<file path="src/eif_defs.vh">
// constants for the external interrupt edge filter, channels 3 and 4
`ifndef EIF_DEFS_VH
`define EIF_DEFS_VH
// ----------------------------------------
// register indices (printed offsets), byte address is four times the index
// ----------------------------------------
`define EIF_IDX_CH3_CONTROL 14'h0fda
`define EIF_IDX_CH4_CONTROL 14'h0fdb
`define EIF_ADDR_W 14
// ----------------------------------------
// control register fields
// ----------------------------------------
`define EIF_NC_LSB 0
`define EIF_NC_MSB 1
`define EIF_ES_LSB 2
`define EIF_ES_MSB 3
`define EIF_LVL_BIT 4
`define EIF_CTRL_RESET 3'h0
// ----------------------------------------
// edge select codes
// ----------------------------------------
`define EIF_ES_RISE 2'h0
`define EIF_ES_FALL 2'h1
`define EIF_ES_BOTH 2'h2
// ----------------------------------------
// sample interval codes and divider terminal counts
// ----------------------------------------
`define EIF_NC_DIV1 2'h0
`define EIF_NC_DIV4 2'h1
`define EIF_NC_DIV8 2'h2
`define EIF_NC_DIV16 2'h3
`define EIF_TC_DIV1 4'h0
`define EIF_TC_DIV4 4'h3
`define EIF_TC_DIV8 4'h7
`define EIF_TC_DIV16 4'hf
`define EIF_TC_SLOW 4'h3
// ----------------------------------------
// filter and bus constants
// ----------------------------------------
`define EIF_MATCH_NEEDED 2'h2
`define EIF_LAST_MATCH_FAST 2'h1
`define EIF_LAST_MATCH_SLOW 2'h0
`define EIF_ONE2 2'h1
`define EIF_ONE4 4'h1
`define EIF_HTRANS_NONSEQ_BIT 1
`define EIF_ZERO32 32'h0000_0000
`endif

</file>
<file path="src/eif_noise_filter.v">
// sampling noise canceller for one interrupt pin
`timescale 1ns/1ps
`default_nettype none
`include "eif_defs.vh"
module eif_noise_filter (
  input wire hclk,
  input wire hresetn,
  input wire pin_in,
  input wire slow_mode,
  input wire lf_tick,
  input wire [1:0] interval,
  output wire filtered
);
  reg [3:0] div_reg;
  reg [3:0] tc;
  reg [1:0] match_reg;
  reg cand_reg;
  reg filt_reg;
  wire sample;
  wire [1:0] last_match;
  // ----------------------------------------
  // sample strobe
  // ----------------------------------------
  always @* begin
    case (interval)
      `EIF_NC_DIV1: tc = `EIF_TC_DIV1;
      `EIF_NC_DIV4: tc = `EIF_TC_DIV4;
      `EIF_NC_DIV8: tc = `EIF_TC_DIV8;
      default: tc = `EIF_TC_DIV16;
    endcase
    if (slow_mode) begin
      tc = `EIF_TC_SLOW;
    end
  end
  // in slow mode the divider only advances on low-frequency ticks
  assign sample = (div_reg >= tc) && (!slow_mode || lf_tick);
  always @(posedge hclk or negedge hresetn) begin
    if (!hresetn) begin
      div_reg <= `EIF_TC_DIV1;
    end else if (sample) begin
      div_reg <= `EIF_TC_DIV1;
    end else if (!slow_mode || lf_tick) begin
      div_reg <= div_reg + `EIF_ONE4;
    end
  end
  // ----------------------------------------
  // three equal samples accept a new level in fast modes, two in slow modes
  // ----------------------------------------
  // fast modes accept on the third equal sample, slow modes on the second:
  // slow samples sit 4/fs apart, so two of them split <4/fs noise from >=8/fs pulses
  assign last_match = slow_mode ? `EIF_LAST_MATCH_SLOW : `EIF_LAST_MATCH_FAST;
  always @(posedge hclk or negedge hresetn) begin
    if (!hresetn) begin
      match_reg <= 2'h0;
      cand_reg <= 1'b0;
      filt_reg <= 1'b0;
    end else if (sample) begin
      if (pin_in != cand_reg) begin
        cand_reg <= pin_in;
        match_reg <= 2'h0;
      end else begin
        if (match_reg < `EIF_MATCH_NEEDED) begin
          match_reg <= match_reg + `EIF_ONE2;
        end
        // >= so a mode switch in mid-count cannot strand the level
        if (match_reg >= last_match) begin
          filt_reg <= cand_reg;
        end
      end
    end
  end
  assign filtered = filt_reg;
endmodule // eif_noise_filter
`default_nettype wire

</file>
<file path="src/eif_edge_detect.v">
// edge select and level capture for one channel
`timescale 1ns/1ps
`default_nettype none
`include "eif_defs.vh"
module eif_edge_detect (
  input wire hclk,
  input wire hresetn,
  input wire filtered,
  input wire [1:0] edge_sel,
  output reg irq_pulse,
  output reg captured_level
);
  reg prev_reg;
  reg hit;
  wire rise;
  wire fall;
  assign rise = filtered & ~prev_reg;
  assign fall = ~filtered & prev_reg;
  always @* begin
    case (edge_sel)
      `EIF_ES_RISE: hit = rise;
      `EIF_ES_FALL: hit = fall;
      `EIF_ES_BOTH: hit = rise | fall;
      default: hit = 1'b0; // reserved code stays silent
    endcase
  end
  always @(posedge hclk or negedge hresetn) begin
    if (!hresetn) begin
      prev_reg <= 1'b0;
      irq_pulse <= 1'b0;
      captured_level <= 1'b0;
    end else begin
      prev_reg <= filtered;
      irq_pulse <= hit;
      if (hit) begin
        captured_level <= filtered; // held until next request
      end
    end
  end
endmodule // eif_edge_detect
`default_nettype wire

</file>
<file path="src/eif_ext_irq.v">
// external interrupt channels 3 and 4 with ahb-lite control registers
//
// Contract
// - edge code 00 rising, 01 falling, 10 both edges raise a request.
// - sample code picks gear clock /1,/4,/8,/16; slow modes always lf clock /4.
// - level bit reads filtered level at last request; 0 after reset.
// - level bit reloads on every request and holds until the next.
// - bits 7..5 of each control register read zero, writes ignored.
// - fast modes accept a level after three equal consecutive samples.
// - slow modes reject pulses under 4 lf periods, accept 8 or more.
`timescale 1ns/1ps
`default_nettype none
`include "eif_defs.vh"
module eif_ext_irq (
  input wire hclk,
  input wire hresetn,
  input wire hsel,
  input wire [31:0] haddr,
  input wire [1:0] htrans,
  input wire hwrite,
  input wire [2:0] hsize,
  input wire [31:0] hwdata,
  input wire hready,
  output reg [31:0] hrdata,
  output wire hreadyout,
  output wire hresp,
  input wire slow_mode,
  input wire lf_clock_tick,
  input wire ch3_pin,
  input wire ch4_pin,
  output wire ch3_irq,
  output wire ch4_irq
);
  // ----------------------------------------
  // control registers
  // ----------------------------------------
  reg [1:0] ch3_edge_select_reg;
  reg [1:0] ch3_sample_interval_reg;
  reg [1:0] ch4_edge_select_reg;
  reg [1:0] ch4_sample_interval_reg;
  reg wr_pend_reg;
  reg [`EIF_ADDR_W-1:0] wr_addr_reg;
  wire ch3_filtered;
  wire ch4_filtered;
  wire ch3_captured_level;
  wire ch4_captured_level;
  wire access;
  wire [`EIF_ADDR_W-1:0] word_addr;
  wire [7:0] ch3_rd;
  wire [7:0] ch4_rd;
  assign hreadyout = 1'b1;
  assign hresp = 1'b0;
  assign access = hsel && hready && htrans[`EIF_HTRANS_NONSEQ_BIT];
  assign word_addr = haddr[`EIF_ADDR_W+1:2];
  // ----------------------------------------
  // bus write: address captured, data applied in data phase
  // ----------------------------------------
  always @(posedge hclk or negedge hresetn) begin
    if (!hresetn) begin
      wr_pend_reg <= 1'b0;
      wr_addr_reg <= {`EIF_ADDR_W{1'b0}};
    end else begin
      wr_pend_reg <= access && hwrite;
      if (access) begin
        wr_addr_reg <= word_addr;
      end
    end
  end
  // a write here can itself fire a request; software masks first
  always @(posedge hclk or negedge hresetn) begin
    if (!hresetn) begin
      ch3_edge_select_reg <= 2'h0;
      ch3_sample_interval_reg <= 2'h0;
      ch4_edge_select_reg <= 2'h0;
      ch4_sample_interval_reg <= 2'h0;
    end else if (wr_pend_reg) begin
      if (wr_addr_reg == `EIF_IDX_CH3_CONTROL) begin
        ch3_edge_select_reg <= hwdata[`EIF_ES_MSB:`EIF_ES_LSB];
        ch3_sample_interval_reg <= hwdata[`EIF_NC_MSB:`EIF_NC_LSB];
      end
      if (wr_addr_reg == `EIF_IDX_CH4_CONTROL) begin
        ch4_edge_select_reg <= hwdata[`EIF_ES_MSB:`EIF_ES_LSB];
        ch4_sample_interval_reg <= hwdata[`EIF_NC_MSB:`EIF_NC_LSB];
      end
    end
  end
  // ----------------------------------------
  // bus read: data registered from address phase
  // ----------------------------------------
  assign ch3_rd = {`EIF_CTRL_RESET, ch3_captured_level, ch3_edge_select_reg, ch3_sample_interval_reg};
  assign ch4_rd = {`EIF_CTRL_RESET, ch4_captured_level, ch4_edge_select_reg, ch4_sample_interval_reg};
  always @(posedge hclk or negedge hresetn) begin
    if (!hresetn) begin
      hrdata <= `EIF_ZERO32;
    end else if (access && !hwrite) begin
      if (word_addr == `EIF_IDX_CH3_CONTROL) begin
        hrdata <= {24'h00_0000, ch3_rd};
      end else if (word_addr == `EIF_IDX_CH4_CONTROL) begin
        hrdata <= {24'h00_0000, ch4_rd};
      end else begin
        hrdata <= `EIF_ZERO32;
      end
    end
  end
  // ----------------------------------------
  // channels
  // ----------------------------------------
  // mode changes may glitch requests; masking is left to software
  eif_noise_filter u_ch3_filter (
    .hclk(hclk),
    .hresetn(hresetn),
    .pin_in(ch3_pin),
    .slow_mode(slow_mode),
    .lf_tick(lf_clock_tick),
    .interval(ch3_sample_interval_reg),
    .filtered(ch3_filtered)
  );
  eif_edge_detect u_ch3_edge (
    .hclk(hclk),
    .hresetn(hresetn),
    .filtered(ch3_filtered),
    .edge_sel(ch3_edge_select_reg),
    .irq_pulse(ch3_irq),
    .captured_level(ch3_captured_level)
  );
  eif_noise_filter u_ch4_filter (
    .hclk(hclk),
    .hresetn(hresetn),
    .pin_in(ch4_pin),
    .slow_mode(slow_mode),
    .lf_tick(lf_clock_tick),
    .interval(ch4_sample_interval_reg),
    .filtered(ch4_filtered)
  );
  eif_edge_detect u_ch4_edge (
    .hclk(hclk),
    .hresetn(hresetn),
    .filtered(ch4_filtered),
    .edge_sel(ch4_edge_select_reg),
    .irq_pulse(ch4_irq),
    .captured_level(ch4_captured_level)
  );
endmodule // eif_ext_irq
`default_nettype wire

</file>
<file path="config.mk">
export PLATFORM = sky130hd
export DESIGN_NAME = eif_ext_irq
export DESIGN_NICKNAME = d
export VERILOG_FILES = /design/src/eif_noise_filter.v /design/src/eif_edge_detect.v /design/src/eif_ext_irq.v
export VERILOG_INCLUDE_DIRS = /design/src
export SDC_FILE = /design/constraint.sdc
export NUM_CORES = 1
export LEC_CHECK = 0
export BUFFER_PORTS_ARGS = -buffer_cell sky130_fd_sc_hd__buf_2
export CAP_MARGIN = 20
export CORE_MARGIN = 1
export CORE_UTILIZATION = 25
export CTS_BUF_LIST = sky130_fd_sc_hd__clkbuf_4 sky130_fd_sc_hd__clkbuf_8
export CTS_CLUSTER_SIZE = 16
export DETAILED_ROUTE_END_ITERATION = 10
export HOLD_SLACK_MARGIN = 0.05
export SYNTH_ARGS = -nofsm -noshare
export SYNTH_HDL_FRONTEND = slang
export SYNTH_SLANG_ARGS = --single-unit
</file>
<file path="constraint.sdc">
create_clock -name hclk -period 2.36 [get_ports hclk]
set_clock_uncertainty 0.15 [all_clocks]
set_input_delay 0.236 -clock hclk [delete_from_list [all_inputs] [get_ports hclk]]
set_output_delay 0.236 -clock hclk [all_outputs]
set_load 0.005 [all_outputs]
</file>
# --- Yosys cells after proc, flatten, opt, wreduce, memory -nomap -nowiden ---
# Cells that the tools add are included.
word_totals:
  out_inout_bits: 36
  inputBits: 78
  register_bits: 77
classes:
  eq_ne: 14
  n_mux: 17
  bitwise_logic: 12
  n_addsub: 4
  magnitude_cmp: 6
  n_reduce_logical: 25
ops:
  columns: ["operator", "n"]
  rows:
  - ["$eq A14 B12 Y1 const B", 4]
  - ["$mux W4", 6]
  - ["$pmux W4 S3", 2]
  - ["$reduce_and A2 Y1", 6]
  - ["$mux W5", 2]
  - ["$add A4 B1 Y4 const B", 2]
  - ["$eq A2 B1 Y1 const B", 4]
  - ["$eq A2 B2 Y1 const B", 4]
  - ["$ge A4 B4 Y1", 2]
  - ["$logic_not A2 Y1", 4]
  - ["$mux W2", 4]
  - ["$reduce_bool A2 Y1", 4]
  - ["$logic_and A1 B1 Y1", 6]
  - ["$not A1 Y1", 6]
  - ["$pmux W1 S3", 2]
  - ["$reduce_and A3 Y1", 2]
  - ["$add A2 B1 Y2 const B", 2]
  - ["$and A1 B1 Y1", 4]
  - ["$lt A2 B2 Y1 const B", 2]
  - ["$ge A2 B1 Y1", 1]
  - ["$ge A2 B2 Y1", 1]
  - ["$logic_not A1 Y1", 2]
  - ["$ne A1 B1 Y1", 2]
  - ["$or A1 B1 Y1", 2]
  - ["2 further kinds", 2]

# --- Logic depth before layout (Yosys ltp) ---
depth:
  depth_word: 6
  depth_mapped: 7
  depth_no_buf: 7

# --- By module ---
# Synthesis repeated with hierarchy kept, for this count alone.
hier_totals:
  cells_unflattened: 249
  hier_area_um2: 2816.5
modules_own_cells:
  columns: ["mod", "cells_each", "area_per_inst_um2", "n_inst", "seq_area_each_um2"]
  rows:
  - ["eif_ext_irq", 115, 1422.6, 1, 700.7]
  - ["eif_noise_filter (u_ch3_filter)", 56, 541.8, 1, 200.2]
  - ["eif_noise_filter (u_ch4_filter)", 56, 536.8, 1, 200.2]
  - ["eif_edge_detect", 11, 157.7, 2, 75.1]

# --- Least setup slack after synthesis ---
# Ideal clock, no wire load.
synth_path:
  path_kind: "reg2reg"
  from: "register ch3_sample_interval_reg[1]"
  to: "register u_ch3_filter.filt_reg (netlist: u_ch3_filter.filtered)"
  n_path_buf: 0
  path_stages_with_launch: 7
  setup_time_ns: 0.069
  setup_slack_ns: 0.126
  arrival_ns: 2.015
  path_cell_list: "dfrtp_1 or3_1 ha_1 o21ai_0 a2111o_1 or3_1 nand3_1"
synth_via:
  elab_chain_len: 6
  elab_cells_between_ends: 8
  cone_classes: "1 x order compare; 2 x eq/ne; 2 x mux; 3 x reduce/logical"
synth_rtl:
  columns: ["element", "line_no", "source"]
  rows:
  - ["start: declaration", "eif_ext_irq.v:38", "reg [1:0] ch3_sample_interval_reg;"]
  - ["start signal: assignment", "eif_ext_irq.v:79", "ch3_sample_interval_reg <= hwdata[`EIF_NC_MSB:`EIF_NC_LSB];"]
  - ["$eq A2 B2 Y1, or another cell as far along", "eif_noise_filter.v:25", "case (interval)"]
  - ["$pmux W4 S3 *", "eif_noise_filter.v:25", null]
  - ["$mux W4 *", "eif_noise_filter.v:31", "if (slow_mode) begin"]
  - ["$ge A4 B4 Y1 *", "eif_noise_filter.v:36", "assign sample = (div_reg >= tc) && (!slow_mode || lf_tick);"]
  - ["$logic_and A1 B1 Y1 *", "eif_noise_filter.v:36", null]
  - ["$reduce_and A3 Y1 (no line) *", null, null]
  - ["end signal: assignment", "eif_noise_filter.v:67", "filt_reg <= cand_reg;"]
  - ["end: declaration", "eif_noise_filter.v:18", "reg filt_reg;"]
# Every way passes the cells marked *; elsewhere a longest branch is shown, timed or not.
# A chain may end at the register's enable or synchronous reset.

# --- Worst setup path after layout ---
layout_path:
  from: "register ch4_sample_interval_reg[0]"
  to: "register u_ch4_filter.cand_reg"
layout_via:
  elab_chain_len: 6
  elab_cells_between_ends: 8
  cone_classes: "1 x order compare; 2 x eq/ne; 2 x mux; 3 x reduce/logical"
layout_rtl:
  columns: ["element", "line_no", "source"]
  rows:
  - ["start: declaration", "eif_ext_irq.v:40", "reg [1:0] ch4_sample_interval_reg;"]
  - ["start signal: assignment", "eif_ext_irq.v:83", "ch4_sample_interval_reg <= hwdata[`EIF_NC_MSB:`EIF_NC_LSB];"]
  - ["$eq A2 B2 Y1, or another cell as far along", "eif_noise_filter.v:25", null]
  - ["$pmux W4 S3 *", "eif_noise_filter.v:25", null]
  - ["$mux W4 *", "eif_noise_filter.v:31", null]
  - ["$ge A4 B4 Y1 *", "eif_noise_filter.v:36", null]
  - ["$logic_and A1 B1 Y1 *", "eif_noise_filter.v:36", null]
  - ["$reduce_and A2 Y1 (no line) *", null, null]
  - ["end signal: assignment", "eif_noise_filter.v:59", "cand_reg <= pin_in;"]
  - ["end: declaration", "eif_noise_filter.v:17", "reg cand_reg;"]
# Marked as above.

==> results <==
- The run finished with clean final reports.
- In this run the cell area of the synthesized design comes to 2729 um^2.
- After floorplanning, the core was divided into 37 placement rows.
- Synthesis handed over a netlist of 252 instances.
- The H-tree was split into 2 levels.
- The total count of hold-check failures in the final report came to 0.
- For the worst setup path, the data arrival time is 2.32 ns.
- The number of pins with negative max-slew slack in the final report is 0.
- The floorplan step defined a die boundary enclosing 11340 um^2.
- The total overflow left after global routing is 0.
- The clock tree from TritonCTS is yes.
- In this run the count of I/O pins placed on the die edge is 114.
- The maximum fanout encountered on the critical timing path is 4.
- The endpoint of the worst register-to-register path is u_ch4_filter.cand_reg.
- Cells fill 32.09% of the core in the end.
- The end of the worst hold path is u_ch3_filter.filtered.
- The number of flip-flops in the largest register is 14.
- Entering global routing, the biggest net connects 51 pins.
- The worst setup path is launched from a register.
- From synthesis to final layout, the design area changed by 23.02%.
- The power share of the sequential group is 43.1%.
- The portion of total power attributed to the clock network is 22.1%.
- The synthesized netlist contains 37 unique library cells.
- For this design the total switching power over the nets is 977.6 uW.
- The tree built by TritonCTS fans out to 50 sinks.
- The CTS root buffer is clkbuf_8.
- The DRC violations left is 0.
- STA puts the critical path data required time at 2.41 ns.
- Across the VDD grid, the largest voltage drop is 0.3622 mV.
- Across the run, the number of max-cap violations was 0.
- The die outline width is 106.5 um.
- For the pin with the worst max-slew slack, the measured transition is 0.7649 ns.
- The proportion of layout cells with a drive suffix above 1 is 27.36%.
- The final cycle utilization of the critical path is 96.30%.
- Summed over all layers, the routed wires come to 5348 um.
- In the layout the commonest cells are 50 x dfrtp_1, 34 x buf_2, 29 x conb_1.
- The final weighted congestion in routability-driven placement is 0.7338.
- The number of antenna diodes in the final layout is 0.
- After detailed routing, the average wire length per cell comes to 11.78 um.
- The timing-limited maximum frequency is 440.0 MHz.
- The combinational power share is 34.7%.
- The number of antenna violations at the first check in global routing is 0.
- After clock tree synthesis, the clock-pin slew on the worst setup and hold paths is 0.10 ns.
- The internal portion of the total power is 1980 uW.
- The slowest cell on the critical path is a2111o_1.
- The switching portion of total power is 33.06%.
- During placement, the flow inserted port buffers numbering 34.
- Traced cell by cell, the critical path runs through or3_4, ha_1, o21ai_1, a2111o_1, buf_4, mux2_2.
- The first global-routing pass estimated 8859 um of wire.
- The leakage component of the power is 0.001609 uW.
- After layout, the design draws a total of 2957 uW.
- The capturing element type of the critical path is a register.
- The longest individual stage delay on the worst path is 0.47 ns.
- Final hold analysis gives a worst-case slack of 0.06056 ns.
- The floorplan core area is 10460 um^2.
- The number of register bits inferred by synthesis is 50.
- The register-to-register setup slack is 0.09 ns.
- The clock latency of the later-clocked register in the worst-skew pair is 0.31 ns.
- The all-layer global routing usage is 9.817%.
- Along the worst hold path, the cell count comes to 3.
- The net count reported at finish is 411.
- The initial core utilization is 26.08%.
- The worst hold path class is primary input to register.
- Summing over every cut layer, the via total after detailed routing is 1951.
- The shortest period the worst path allows is 2.273 ns.
- The portion of the post-synthesis area used by sequential elements is 45.85%.
- The setup path with the least slack is of type register to register.
- Measured in cells, the most critical reg-to-reg path has a length of 6.
- The mean cell area of the mapped netlist is 10.83 um^2.
- Dividing the detail-routed via count by the number of cells gives 4.297.
- The floorplan step set the die height to 106.5 um.
- In this run, the number of DRC markers left after iteration 0 of detailed routing was 94.
- The antenna violation net count after detailed routing is 0.
- The async set-reset flop share out of synthesis is 100.0%.
- Yosys mapped a number of flops with a built-in enable equal to 0.
- The startpoint of the most critical hold path is ch3_pin.
- The remaining max-slew budget at the tightest pin is 48.82%.
- The count of yosys warnings during synthesis is 0.
- The number of global-route vias before repair is 1901.
- In this run the power density over the cells is 880.9 nW/um^2.
- The most used flip-flop cell after synthesis is dfrtp_1.
- In this run the deepest clock path goes through 2 buffers.
- The library cell used most frequently in the layout, excluding fill and tap cells, is dfrtp_1.
- Setup violations remaining at the end of the flow were counted as 0.
- The number of CTS-inserted buffers is 5.
- The first TritonRoute pass finished after 4 iterations.
- Summed over all nets, the half-perimeter wirelength after detailed placement is 3900 um.
- The startpoint identified for the worst register-to-register timing path is ch4_sample_interval_reg[0].
[synthesized netlist by cell type, drive strengths merged (3+ instances only)]
master / instances / area share, %
a211oi: 7 / 1.9
a21o: 3 / 0.83
a21oi: 3 / 0.55
a31oi: 3 / 0.69
buf: 33 / 8.8
dfrtp: 50 / 46
ha: 16 / 7.3
inv: 15 / 2.1
mux2: 26 / 11
mux2i: 7 / 2.6
nand2: 13 / 1.8
nand2b: 3 / 0.69
nand3: 7 / 1.3
nand4: 3 / 0.69
nor2: 14 / 1.9
nor3: 6 / 1.1
o21ai: 14 / 2.6
o22ai: 3 / 0.69
or3: 7 / 1.6
[kinds of logic after synthesis]
group / synth area share, %
AND/OR/NAND/NOR: 12.10
flip-flops: 45.85
buffers and inverters: 11.19
AO/OA/AOI/OAI: 8.757
multiplexers: 13.85
adder cells (fa/ha/maj): 7.336
other: 0.2752
XOR/XNOR: 0.6420
[repair_timing]
item | 4_1_cts | 5_1_grt
hold endpoints to repair | 72 | 0
setup endpoints to repair | 0 | 6
hold buffers | 19 | 0
setup buffers | 0 | 3
resized for setup | 0 | 6
[critical path: cells and delay by family, from the launching register on]
family	cells	cell delay [ns]
simple gates	1	0.37
buf+inv	1	0.15
flops	1	0.40
fa+ha+maj	1	0.28
mux	1	0.25
compound gates	2	0.55
[layer usage]
layer | global-route usage, % | wire (um) | part of all wire (%)
met1 | 12.59 | 2535 | 47
met2 | 16.56 | 2556 | 48
met3 | 2.207 | 206 | 3.9
met4 | 2.642 | 51 | 0.95
met5 | 0 | 0 | 0
[per-stage QoR]
| step | setup TNS [ns] | std cells | cell area, um^2 | setup slack (ns) |
|---|---|---|---|---|
| floorplan | 0 | 279 | 2830 | 0.1261 |
| global route | -0.006704 | 454 | 3357 | -0.006704 |
| global placement | 0 | 424 | 2997 | 0.05411 |
| finish | 0 | 454 | 3357 | 0.08735 |
| detailed placement | 0 | 424 | 2997 | 0.03789 |
| CTS | 0 | 451 | 3308 | 0.008795 |
[worst max-delay path by stage]
stage          slack [ns]                        from                     to  depth (start not counted)
6_report             0.09  ch4_sample_interval_reg[0]  u_ch4_filter.cand_reg                          6
5_1_grt            -0.007  ch4_sample_interval_reg[0]  u_ch4_filter.filtered                          6
4_1_cts             0.009  ch3_sample_interval_reg[1]  u_ch3_filter.filtered                          6
3_5_place_dp         0.04                   slow_mode  u_ch3_filter.filtered                          7
3_3_place_gp         0.05                   slow_mode  u_ch3_filter.filtered                          7
2_1_floorplan        0.13  ch3_sample_interval_reg[1]  u_ch3_filter.filtered                          6
[power by group through the flow]
stage	combinational, uW	sequential [uW]	clock (uW)
after floorplan	689	1250	0
after global placement	909	1280	0
after detailed placement	947	1290	0
after CTS	976	1270	672
after global routing	1190	1310	696
final	1030	1280	655
[area by class of cell]
type,count,area [um^2]
well taps,136,170.2
flip-flops and latches,50,1251
fillers,1071,7106
repair buffers,66,457.9
inverters,15,56.30
clock inverters,2,38.79
multi-input cells,179,1300
clock buffers,6,82.58
Power figures use the tool's default switching activity.
